**config.mk**
```make
export PLATFORM = sky130hd
export DESIGN_NAME = dcf_fifo
export DESIGN_NICKNAME = d
export VERILOG_FILES = /design/src/rtl/dcf_fifo.v
export VERILOG_INCLUDE_DIRS = /design/src /design/src/rtl
export SDC_FILE = /design/constraint.sdc
export NUM_CORES = 2
export LEC_CHECK = 0
export ABC_AREA = 1
export BUFFER_PORTS_ARGS = -buffer_cell sky130_fd_sc_hd__buf_4
export CAP_MARGIN = 15
export CORE_MARGIN = 5
export CORE_UTILIZATION = 30
export CTS_BUF_LIST = sky130_fd_sc_hd__clkbuf_4 sky130_fd_sc_hd__clkbuf_8
export CTS_CLUSTER_SIZE = 28
export DETAILED_ROUTE_END_ITERATION = 8
export PLACE_DENSITY = 0.51
export RECOVER_POWER = 50
export SLEW_MARGIN = 30
export SYNTH_ARGS = -nofsm -noshare
export SYNTH_HDL_FRONTEND = slang
export SYNTH_SLANG_ARGS = --single-unit
```
**constraint.sdc**
```tcl
create_clock -name i_clock -period 5.26 [get_ports i_clock]
set_clock_uncertainty 0.1 [all_clocks]
set_input_delay 0.526 -clock i_clock [delete_from_list [all_inputs] [get_ports i_clock]]
set_output_delay 0.526 -clock i_clock [all_outputs]
set_load 0.02 [all_outputs]
```
**src/rtl/dcf_consts.vh**
```
// constants for the dual-clock fifo core with mailboxes
// included by rtl/dcf_fifo.v only; definitions only
`ifndef DCF_CONSTS_VH
`define DCF_CONSTS_VH

`define DCF_DATA_W 36
`define DCF_DEPTH 64
`define DCF_ADDR_W 6
`define DCF_PTR_W 7

// almost-empty / almost-full offset, by {offset_select_hi, offset_select_lo}
`define DCF_OFS_HH 7'h10
`define DCF_OFS_HL 7'h0c
`define DCF_OFS_LH 7'h08
`define DCF_OFS_LL 7'h04
`define DCF_OFS_RST 7'h04

// flag values held during reset
`define DCF_FULL_N_RST 1'b0
`define DCF_EMPTY_N_RST 1'b0
`define DCF_AEMPTY_N_RST 1'b0
`define DCF_AFULL_N_RST 1'b1
`define DCF_MBOX_N_RST 1'b1

`endif

```
**src/rtl/dcf_fifo.v**
```verilog
// dual-port 64 x 36 fifo, port a writes and port b reads, plus two mailboxes
// port clocks arrive as ordinary inputs synchronous to i_clock and are edge detected;
// both must run well below half of i_clock. bus pins are split into in, out and enable.
`timescale 1ns/1ps
`default_nettype none
`include "dcf_consts.vh"

// Functional notes
// - reset clears pointers, full/empty/almost-empty low, almost-full high
// - reset sets both mailbox indicators high, meaning no unread mail
// - full flag rises on the second port-a clock edge after reset release
// - offset latched at reset release: 16, 12, 8 or 4 from select pins
// - port-a bus driven with second mailbox only when select and write/read low
// - port-a fifo write when selected, writing, enabled, no mailbox, not full
// - port-a mailbox write fills first mailbox; mailbox read clears second indicator
// - port-b bus driven when selected and reading: first mailbox or output register
// - port-b fifo read when selected, reading, enabled, not empty, width not mailbox
// - port-b mailbox write fills second mailbox; mailbox read clears first indicator
// - flags pass two stages: full sides on port a, empty sides on port b
// - empty low at zero words; almost-empty low up to offset words
// - almost-full low from 64 minus offset words; full low at 64
// - reads while empty are ignored, pointer and output register hold
// - empty drops on the port-b edge that reads the final stored word
// - read pointer advances with each word moved to the output register
// - written word readable on the third port-b cycle after the write
// - writes while full are ignored, memory and pointer hold
// - write pointer advances with each word written to memory
// - freed location writable on the third port-a cycle after the read
// - writes to an unread mailbox are ignored; contents persist after reading
// - mailbox write drives its indicator low on the storing edge
module dcf_fifo #(
	parameter DATA_W = `DCF_DATA_W,
	parameter DEPTH = `DCF_DEPTH,
	parameter ADDR_W = `DCF_ADDR_W,
	parameter PTR_W = `DCF_PTR_W
) (
	input wire i_clock, // system clock, 200 MHz
	input wire i_nrst, // asynchronous reset, active low
	input wire i_port_a_clock, // port a clock, sampled
	input wire i_port_b_clock, // port b clock, sampled
	input wire i_offset_select_lo, // offset select, low bit
	input wire i_offset_select_hi, // offset select, high bit
	input wire i_port_a_select_n, // port a chip select, active low
	input wire i_port_a_write_not_read, // port a write high, read low
	input wire i_port_a_enable, // port a transfer enable
	input wire i_port_a_mailbox_select, // port a mailbox access
	input wire [DATA_W-1:0] i_port_a_bus, // port a bus, input side
	output reg [DATA_W-1:0] o_port_a_bus, // port a bus, output side
	output reg o_port_a_bus_oe, // port a bus drive enable
	input wire i_port_b_select_n, // port b chip select, active low
	input wire i_port_b_write_not_read, // port b write high, read low
	input wire i_port_b_enable, // port b transfer enable
	input wire i_port_b_width_sel_lo, // port b size select, low bit
	input wire i_port_b_width_sel_hi, // port b size select, high bit
	input wire [DATA_W-1:0] i_port_b_bus, // port b bus, input side
	output reg [DATA_W-1:0] o_port_b_bus, // port b bus, output side
	output reg o_port_b_bus_oe, // port b bus drive enable
	output reg o_port_a_full_flag_n, // full, active low, port a side
	output reg o_almost_full_flag_n, // almost full, active low
	output reg o_port_b_empty_flag_n, // empty, active low, port b side
	output reg o_almost_empty_flag_n, // almost empty, active low
	output reg o_mailbox_one_full_n, // first mailbox holds mail when low
	output reg o_mailbox_two_full_n // second mailbox holds mail when low
);

	// number of words between two pointers carrying a wrap bit
	function [PTR_W-1:0] fill_count;
		input [PTR_W-1:0] wp;
		input [PTR_W-1:0] rp;
		fill_count = wp - rp;
	endfunction

	reg [DATA_W-1:0] mem [0:DEPTH-1];
	reg port_a_clock_prev_q;
	reg port_b_clock_prev_q;
	reg [PTR_W-1:0] wptr_q;
	reg [PTR_W-1:0] rptr_q;
	reg [PTR_W-1:0] rptr_a1_q;
	reg [PTR_W-1:0] wptr_b1_q;
	reg rdy_a_q;
	reg ofs_loaded_q;
	reg [PTR_W-1:0] offset_q;
	reg [DATA_W-1:0] outreg_q;
	reg [DATA_W-1:0] mbox1_q;
	reg [DATA_W-1:0] mbox2_q;

	wire a_edge = i_port_a_clock & ~port_a_clock_prev_q;
	wire b_edge = i_port_b_clock & ~port_b_clock_prev_q;
	wire a_sel = ~i_port_a_select_n & i_port_a_enable;
	wire b_sel = ~i_port_b_select_n & i_port_b_enable;
	wire b_mbox = i_port_b_width_sel_lo & i_port_b_width_sel_hi;

	wire fifo_wr = a_edge & a_sel & i_port_a_write_not_read & ~i_port_a_mailbox_select
		& o_port_a_full_flag_n;
	wire fifo_rd = b_edge & b_sel & ~i_port_b_write_not_read & ~b_mbox
		& o_port_b_empty_flag_n;
	wire mb1_wr = a_edge & a_sel & i_port_a_write_not_read & i_port_a_mailbox_select
		& o_mailbox_one_full_n;
	wire mb2_rd = a_edge & a_sel & ~i_port_a_write_not_read & i_port_a_mailbox_select;
	wire mb2_wr = b_edge & b_sel & i_port_b_write_not_read & b_mbox
		& o_mailbox_two_full_n;
	wire mb1_rd = b_edge & b_sel & ~i_port_b_write_not_read & b_mbox;

	wire [PTR_W-1:0] wptr_d = fifo_wr ? wptr_q + 1'b1 : wptr_q;
	wire [PTR_W-1:0] rptr_d = fifo_rd ? rptr_q + 1'b1 : rptr_q;
	// fill as seen by each side: own pointer at once, far pointer after two stages
	wire [PTR_W-1:0] cnt_a = fill_count(wptr_d, rptr_a1_q);
	wire [PTR_W-1:0] cnt_b = fill_count(wptr_b1_q, rptr_d);
	localparam [PTR_W-1:0] DEPTH_C = DEPTH;
	wire full_c = cnt_a != DEPTH_C;
	wire afull_c = cnt_a < (DEPTH_C - offset_q);
	wire empty_c = cnt_b != {PTR_W{1'b0}};
	wire aempty_c = cnt_b > offset_q;

	// held high in reset so a port clock already high at release is not taken as a rise
	always @(posedge i_clock or negedge i_nrst) begin
		if (!i_nrst) begin
			port_a_clock_prev_q <= 1'b1;
			port_b_clock_prev_q <= 1'b1;
		end else begin
			port_a_clock_prev_q <= i_port_a_clock;
			port_b_clock_prev_q <= i_port_b_clock;
		end
	end

	// offset is taken on the first system clock after release, since an async
	// reset may only load constants
	always @(posedge i_clock or negedge i_nrst) begin
		if (!i_nrst) begin
			ofs_loaded_q <= 1'b0;
			offset_q <= `DCF_OFS_RST;
		end else if (!ofs_loaded_q) begin
			ofs_loaded_q <= 1'b1;
			if (i_offset_select_hi && i_offset_select_lo) begin
				offset_q <= `DCF_OFS_HH;
			end else if (i_offset_select_hi) begin
				offset_q <= `DCF_OFS_HL;
			end else if (i_offset_select_lo) begin
				offset_q <= `DCF_OFS_LH;
			end else begin
				offset_q <= `DCF_OFS_LL;
			end
		end
	end

	// memory has no reset; it is only read after a word has been written
	always @(posedge i_clock) begin
		if (fifo_wr) begin
			mem[wptr_q[ADDR_W-1:0]] <= i_port_a_bus;
		end
	end

	// port a side: write pointer
	always @(posedge i_clock or negedge i_nrst) begin
		if (!i_nrst) begin
			wptr_q <= {PTR_W{1'b0}};
		end else begin
			wptr_q <= wptr_d;
		end
	end

	// read pointer taken at one port-a rise and judged at the next one:
	// these are the two synchronising stages of full and almost-full
	always @(posedge i_clock or negedge i_nrst) begin
		if (!i_nrst) begin
			rptr_a1_q <= {PTR_W{1'b0}};
		end else if (a_edge) begin
			rptr_a1_q <= rptr_q;
		end
	end

	always @(posedge i_clock or negedge i_nrst) begin
		if (!i_nrst) begin
			rdy_a_q <= 1'b0;
		end else if (a_edge) begin
			rdy_a_q <= 1'b1;
		end
	end

	always @(posedge i_clock or negedge i_nrst) begin
		if (!i_nrst) begin
			o_port_a_full_flag_n <= `DCF_FULL_N_RST;
		end else if (a_edge) begin
			o_port_a_full_flag_n <= rdy_a_q & full_c;
		end
	end

	always @(posedge i_clock or negedge i_nrst) begin
		if (!i_nrst) begin
			o_almost_full_flag_n <= `DCF_AFULL_N_RST;
		end else if (a_edge) begin
			o_almost_full_flag_n <= afull_c;
		end
	end

	// port b side: read pointer
	always @(posedge i_clock or negedge i_nrst) begin
		if (!i_nrst) begin
			rptr_q <= {PTR_W{1'b0}};
		end else begin
			rptr_q <= rptr_d;
		end
	end

	always @(posedge i_clock or negedge i_nrst) begin
		if (!i_nrst) begin
			wptr_b1_q <= {PTR_W{1'b0}};
		end else if (b_edge) begin
			wptr_b1_q <= wptr_q;
		end
	end

	always @(posedge i_clock or negedge i_nrst) begin
		if (!i_nrst) begin
			outreg_q <= {DATA_W{1'b0}};
		end else if (fifo_rd) begin
			outreg_q <= mem[rptr_q[ADDR_W-1:0]];
		end
	end

	// reads are whole long words, so the last word read empties at once
	always @(posedge i_clock or negedge i_nrst) begin
		if (!i_nrst) begin
			o_port_b_empty_flag_n <= `DCF_EMPTY_N_RST;
		end else if (b_edge) begin
			o_port_b_empty_flag_n <= empty_c;
		end
	end

	always @(posedge i_clock or negedge i_nrst) begin
		if (!i_nrst) begin
			o_almost_empty_flag_n <= `DCF_AEMPTY_N_RST;
		end else if (b_edge) begin
			o_almost_empty_flag_n <= aempty_c;
		end
	end

	// mailboxes; a write and a read landing together leave the indicator low
	always @(posedge i_clock or negedge i_nrst) begin
		if (!i_nrst) begin
			mbox1_q <= {DATA_W{1'b0}};
		end else if (mb1_wr) begin
			mbox1_q <= i_port_a_bus;
		end
	end

	always @(posedge i_clock or negedge i_nrst) begin
		if (!i_nrst) begin
			o_mailbox_one_full_n <= `DCF_MBOX_N_RST;
		end else if (mb1_wr) begin
			o_mailbox_one_full_n <= 1'b0;
		end else if (mb1_rd) begin
			o_mailbox_one_full_n <= 1'b1;
		end
	end

	always @(posedge i_clock or negedge i_nrst) begin
		if (!i_nrst) begin
			mbox2_q <= {DATA_W{1'b0}};
		end else if (mb2_wr) begin
			mbox2_q <= i_port_b_bus;
		end
	end

	always @(posedge i_clock or negedge i_nrst) begin
		if (!i_nrst) begin
			o_mailbox_two_full_n <= `DCF_MBOX_N_RST;
		end else if (mb2_wr) begin
			o_mailbox_two_full_n <= 1'b0;
		end else if (mb2_rd) begin
			o_mailbox_two_full_n <= 1'b1;
		end
	end

	// bus drivers are registered, so drive and data follow the pins by one system clock
	always @(posedge i_clock or negedge i_nrst) begin
		if (!i_nrst) begin
			o_port_a_bus_oe <= 1'b0;
		end else begin
			o_port_a_bus_oe <= ~i_port_a_select_n & ~i_port_a_write_not_read;
		end
	end

	always @(posedge i_clock or negedge i_nrst) begin
		if (!i_nrst) begin
			o_port_a_bus <= {DATA_W{1'b0}};
		end else begin
			o_port_a_bus <= mbox2_q;
		end
	end

	always @(posedge i_clock or negedge i_nrst) begin
		if (!i_nrst) begin
			o_port_b_bus_oe <= 1'b0;
		end else begin
			o_port_b_bus_oe <= ~i_port_b_select_n & ~i_port_b_write_not_read;
		end
	end

	always @(posedge i_clock or negedge i_nrst) begin
		if (!i_nrst) begin
			o_port_b_bus <= {DATA_W{1'b0}};
		end else begin
			o_port_b_bus <= b_mbox ? mbox1_q : outreg_q;
		end
	end

endmodule
`default_nettype wire

```
After elaboration in Yosys (flattened, before gate mapping) --
Memories as Yosys holds them, arrays and structs flattened. A register that Yosys moved wholly into a read port is not among the register bits. Cells that the tools add are included.
Cells by class: add/sub/neg operators 5, magnitude comparators 2, eq/ne operators 1, muxes and demuxes 12, bitwise operators 32, reductions and logical operators 5
Operators with widths (number):
- 2-to-1 mux 36 bit | 1
- 2-to-1 mux 7 bit | 4
- bitwise AND 1 bit | 24
- adder 7 x 1 -> 7 bit, second input constant | 2
- subtractor 7 bit | 2
- inverter 1 bit | 8
- > comparator 7 bit | 1
- < comparator 7 bit | 1
- != test 7 bit, second input constant | 1
- nonzero test 7 bit | 1
- subtractor 7 bit, first input constant | 1
- 2-to-1 mux 1 bit | 6
- 2-to-1 mux 4 bit | 1
- nonzero test 2 bit | 2
- logical AND 1 bit | 1
- zero test 1 bit | 1
Storage, ports and cells: flip-flop bits (word level) 191, bits in writable memories 2304, output and inout port bits 80, word-level logic and storage cells 79, memories kept 1
Memories:
- mem | depth 64, width 36, read ports 1, clocked after Yosys merged registers in 1, wr ports 1, line dcf_fifo.v:73 | reg [DATA_W-1:0] mem [0:DEPTH-1];

Depth between registers and ports, before layout --
word-level depth 10, depth in mapped cells 25

Least setup slack after synthesis --
OpenSTA, ideal clock, no wires.
path kind input-to-reg, from input port i_port_a_clock, to memory mem[23][0] (netlist name) (enable), setup time 0.474 ns, data arrival time 3.948 ns, required time 4.686 ns, setup slack 0.738 ns, cell stages on the path 8, cells stage by stage nand2_1 -> nor2_1 -> nand4_1 -> nor2_1 -> inv_1 -> nor2_1 -> nand2_1 -> nor3_1
On the way: longest elaborated chain between the ends 7
Ends and longest elaborated chain:
- start, declared | line dcf_fifo.v:39 | input wire i_port_a_clock,
- bitwise AND 1 bit | line dcf_fifo.v:87 | wire a_edge = i_port_a_clock & ~port_a_clock_prev_q;
- bitwise AND 1 bit (3 in a row) | line dcf_fifo.v:93 | wire fifo_wr = a_edge & a_sel & i_port_a_write_not_read & ~i_port_a_mailbox_select
- bitwise AND 1 bit | line dcf_fifo.v:94 | & o_port_a_full_flag_n;
- 2-to-1 mux 1 bit | line dcf_fifo.v:148 | if (fifo_wr) begin
- 2-to-1 mux 1 bit (not written as such) | line dcf_fifo.v:149 | mem[wptr_q[ADDR_W-1:0]] <= i_port_a_bus;
- end, declared | line dcf_fifo.v:73
No other way between the ends.

Worst setup path in the final report --
from register port_a_clock_prev_q, to register o_almost_full_flag_n
On the way: longest elaborated chain between the ends 9
Ends and longest elaborated chain:
- start, declared | line dcf_fifo.v:74 | reg port_a_clock_prev_q;
- start signal, assigned | line dcf_fifo.v:121 | port_a_clock_prev_q <= i_port_a_clock;
- inverter 1 bit | line dcf_fifo.v:87
- bitwise AND 1 bit | line dcf_fifo.v:87
- bitwise AND 1 bit (3 in a row) | line dcf_fifo.v:93
- bitwise AND 1 bit | line dcf_fifo.v:94
- 2-to-1 mux 7 bit | line dcf_fifo.v:104 | wire [PTR_W-1:0] wptr_d = fifo_wr ? wptr_q + 1'b1 : wptr_q;
- via wptr_d[3] | line dcf_fifo.v:104
- subtractor 7 bit | line dcf_fifo.v:70 | fill_count = wp - rp;
- < comparator 7 bit | line dcf_fifo.v:111 | wire afull_c = cnt_a < (DEPTH_C - offset_q);
- end signal, assigned | line dcf_fifo.v:190 | o_almost_full_flag_n <= `DCF_AFULL_N_RST;
- end signal, assigned | line dcf_fifo.v:192 | o_almost_full_flag_n <= afull_c;
- end, declared | line dcf_fifo.v:59 | output reg o_almost_full_flag_n,
The timed path passes the listed nets, and every way through them passes these cells. A chain may end at the register's enable or synchronous reset.

==> metrics <==
vias in the first global route 64200; First-pass DRT Iterations 6; WP buf/inv 5; most frequent cells in the layout edfxtp_1 (2304), nor2_1 (1169), o21ai_0 (1093); Final Setup Violations 0; Routed WL per cell 25.0 um; Arr. time, crit path 5.04 ns; cts bufs inserted 424; crit share post-route 0.805; #FFs+latches synth 2527; R2R setup slack 1.03 ns; Worst-Margin Slew 3.65 ns; # DRC 0; Core Rows 211; Placed Area 106000 um^2; main combinational cell family by area after synthesis simple AND/OR/NAND/NOR gates; worst reg2reg path depth 25; remaining global-route overflow 0; initial antenna violation count 23; failing checks max-capacitance violations, max-slew violations; Yosys cell types 34; Filler cells 31900; Die Span Y 585 um; first-pass GRT wire length 461 mm; worst reg2reg endpoint o_almost_full_flag_n; maxcap violations 39; core area 330000 um^2; total power 57.3 mW; Crit path max-delay family simple AND/OR/NAND/NOR gates; Ys Warns 0; R2R Path Start port_a_clock_prev_q; P_int 36.4 mW; fin crit period 4.23 ns; pwr dens 499 nW/um^2; final instance area 115000 um^2; Final Hold Viols 0; switch share 0.365; commonest non-fill, non-tap cell in the layout edfxtp_1; Clk network pwr share 0.302; All-Layer GR Usage 0.182; LEAKAGE 38.5 nW; Peak Freq 236 MHz; violation count after the first detailed-route iteration 7047; Req. time, crit path 6.07 ns; CTS tree built; post-synthesis xor/xnor area fraction 0.00133; Worst slew margin -1.43; hold depth 2; Initial Util 0.300; NetSw 20.9 mW; Critical Path End Type register; status complete, but fails checks; mux cell area share after synthesis 0; total negative slack 0 ns; Worst Hold End port_a_clock_prev_q; Non-Filler Instances 12800; logic gate share of total power 0.300; Synth Instances 7814; Post-Syn Nets 7928; CTS clk-pin slew, worst paths 0.06 ns; HPWL Detailed 165 mm; peak supply drop 0.361 mV; GPL Wtd Cong 0.815; Worst Hold Launch i_port_a_clock; CP max stage delay 0.39 ns; Hold/Removal Path Class in -> reg; IO buf count 166; clock tree buffer depth 4; die area 342000 um^2; WL final 321 mm; RSZ-0062 raised after global routing false; root cell of the clock tree clkbuf_8; setup bufs post-CTS 0; slowest cell on the critical path nand4_1; Synth Cell Area 99100 um^2; nets@finish 8242; Max Slew Vio Count 2542; adder-cell share of the synthesized area 0.00341; layout cell share with drive strength beyond 1 0.124; sequential share of power 0.398; Die Wd 585 um; vias per cell 5.20; Worst Path Max Fanout 6; DR vias 66900; nature of the critical path startpoint register; Mapped Avg Cell Area 12.7 um^2; I/O pin count 167; critical path class reg -> reg; Clk Latency, worst-skew pair 1.05 ns; sequential area share after synthesis 0.755; Inst Count DP 12000; Synth Area in Simple Gates 0.112; area added between synthesis and finish 16.1%; Max H-tree Level 5; Most common cell on crit path nand2_1; antenna viol nets, final 0; Synth Area in Compound Gates 0.100; largest net degree at the start of global routing 159; clock sink count 2527
## kinds of logic (layout without fill, tap and decap cells)
logic type,Yosys count,count (layout)
and+or+nand+nor,2756,2756
DFF,2527,2527
AOI/OAI and AO/OA,1834,1834
buffers and inverters,654,1309
adders and majority gates,27,27
xor gates and xnor gates,15,15
other,1,14
## timing repair
item	4_1_cts	5_1_grt
hold buffers	94	0
hold endpoints to repair	1585	0
resized for setup	0	0
## worst register-to-register path: stages (launching register included)
cell and delay, ns:
dfstp_2 0.36, inv_1 0.05, nand2_1 0.06, nor2_1 0.22, nand4_1 0.39, nor2_1 0.36, inv_1 0.11, nor2_1 0.18
inv_1 0.26, nand2_1 0.13, nand2_1 0.11, ha_1 0.34, nand2_1 0.06, inv_1 0.07, nand4_1 0.10, nand3_1 0.15
nand2_1 0.09, nand2_1 0.07, nand2_1 0.06, and2_1 0.15, ha_1 0.29, nand2_1 0.09, inv_1 0.05, nand4_1 0.09
o211ai_1 0.09, o21ai_0 0.15
## worst max path at each step
stage | from | to | slack (ns) | depth (start not counted)
global placement | i_port_a_clock | o_almost_full_flag_n | 0.83 | 25
floorplan | i_port_a_clock | mem[23][0] | 0.74 | 8
CTS | port_a_clock_prev_q | o_almost_full_flag_n | 1.09 | 25
detailed placement | i_port_a_clock | o_almost_full_flag_n | 0.88 | 25
finish | port_a_clock_prev_q | o_almost_full_flag_n | 1.03 | 25
global route | i_port_b_width_sel_hi | mbox2_q[25] | 0.76 | 8
## metal layers
layer,GRT usage,part of all wire,vias to the layer above
met5,0,0.00013,-
met4,0.0516,0.027,6
met3,0.0324,0.080,509
met2,0.288,0.46,2921
met1,0.256,0.43,34200
li1,-,-,29200
## power groups by stage
stage / Combinational (mW) / Sequential, mW / Clock (mW)
final: 17.2 / 22.8 / 17.3
after global routing: 18.8 / 22.9 / 18.6
after CTS: 17.2 / 22.8 / 17.6
after detailed placement: 17.1 / 23.2 / 0
after global placement: 16.9 / 23.2 / 0
after floorplan: 10.7 / 23.1 / 0
## sequential cells by signal, indices dropped and copies added (netlist names), 3 cells and up
signal / flops
o_port_b_bus: 36
mem: 2304
rptr_q: 7
wptr_q: 7
offset_q: 3
wptr_b1_q: 7
outreg_q: 36
rptr_a1_q: 7
mbox1_q: 36
o_port_a_bus: 36
mbox2_q: 36
## final cells by class
type	instances	area, um^2	share of cell area
multi-input combinational	4633	22000	0.191
antenna	13	32.5	0.000283
sequential	2527	74800	0.650
clock buffer	612	7430	0.0646
tap	4366	5460	0.0475
inverter	120	494	0.00430
timing repair buffer	422	3900	0.0339
clock inverter	155	897	0.00780
## through the flow
step	worst slack, ns	hold WS (ns)	util
after floorplan	0.738	0.130	-
after global placement	0.831	0.257	0.321
after detailed placement	0.879	0.260	0.321
after CTS	1.09	0.00329	0.349
after global routing	0.756	0.0683	0.349
final	1.03	0.109	0.349
## cell usage after synthesis
library cell	count	area, um^2
a21o_1	1	7.51
a21oi_1	9	45.0
a31oi_1	1	6.26
and2_1	1	6.26
buf_1	55	206
buf_2	83	415
buf_4	23	173
buf_6	13	146
clkbuf_1	347	1300
clkbuf_2	13	65.1
conb_1	1	3.75
dfrtp_1	217	5430
dfstp_2	6	158
edfxtp_1	2304	69200
ha_1	27	338
inv_1	114	428
inv_2	5	18.8
inv_4	1	6.26
nand2_1	924	3470
nand3_1	574	2870
nand3b_1	3	22.5
nand4_1	9	56.3
nor2_1	1233	4630
nor2b_1	1	6.26
nor3_1	9	45.0
nor4_4	1	21.3
o211ai_1	2	15.0
o21ai_0	1093	5470
o21ai_1	150	751
o22ai_1	577	3610
o31ai_1	1	7.51
or2_2	1	6.26
xnor2_1	4	35.0
xor2_1	11	96.3
Power figures use the tool's default switching activity.
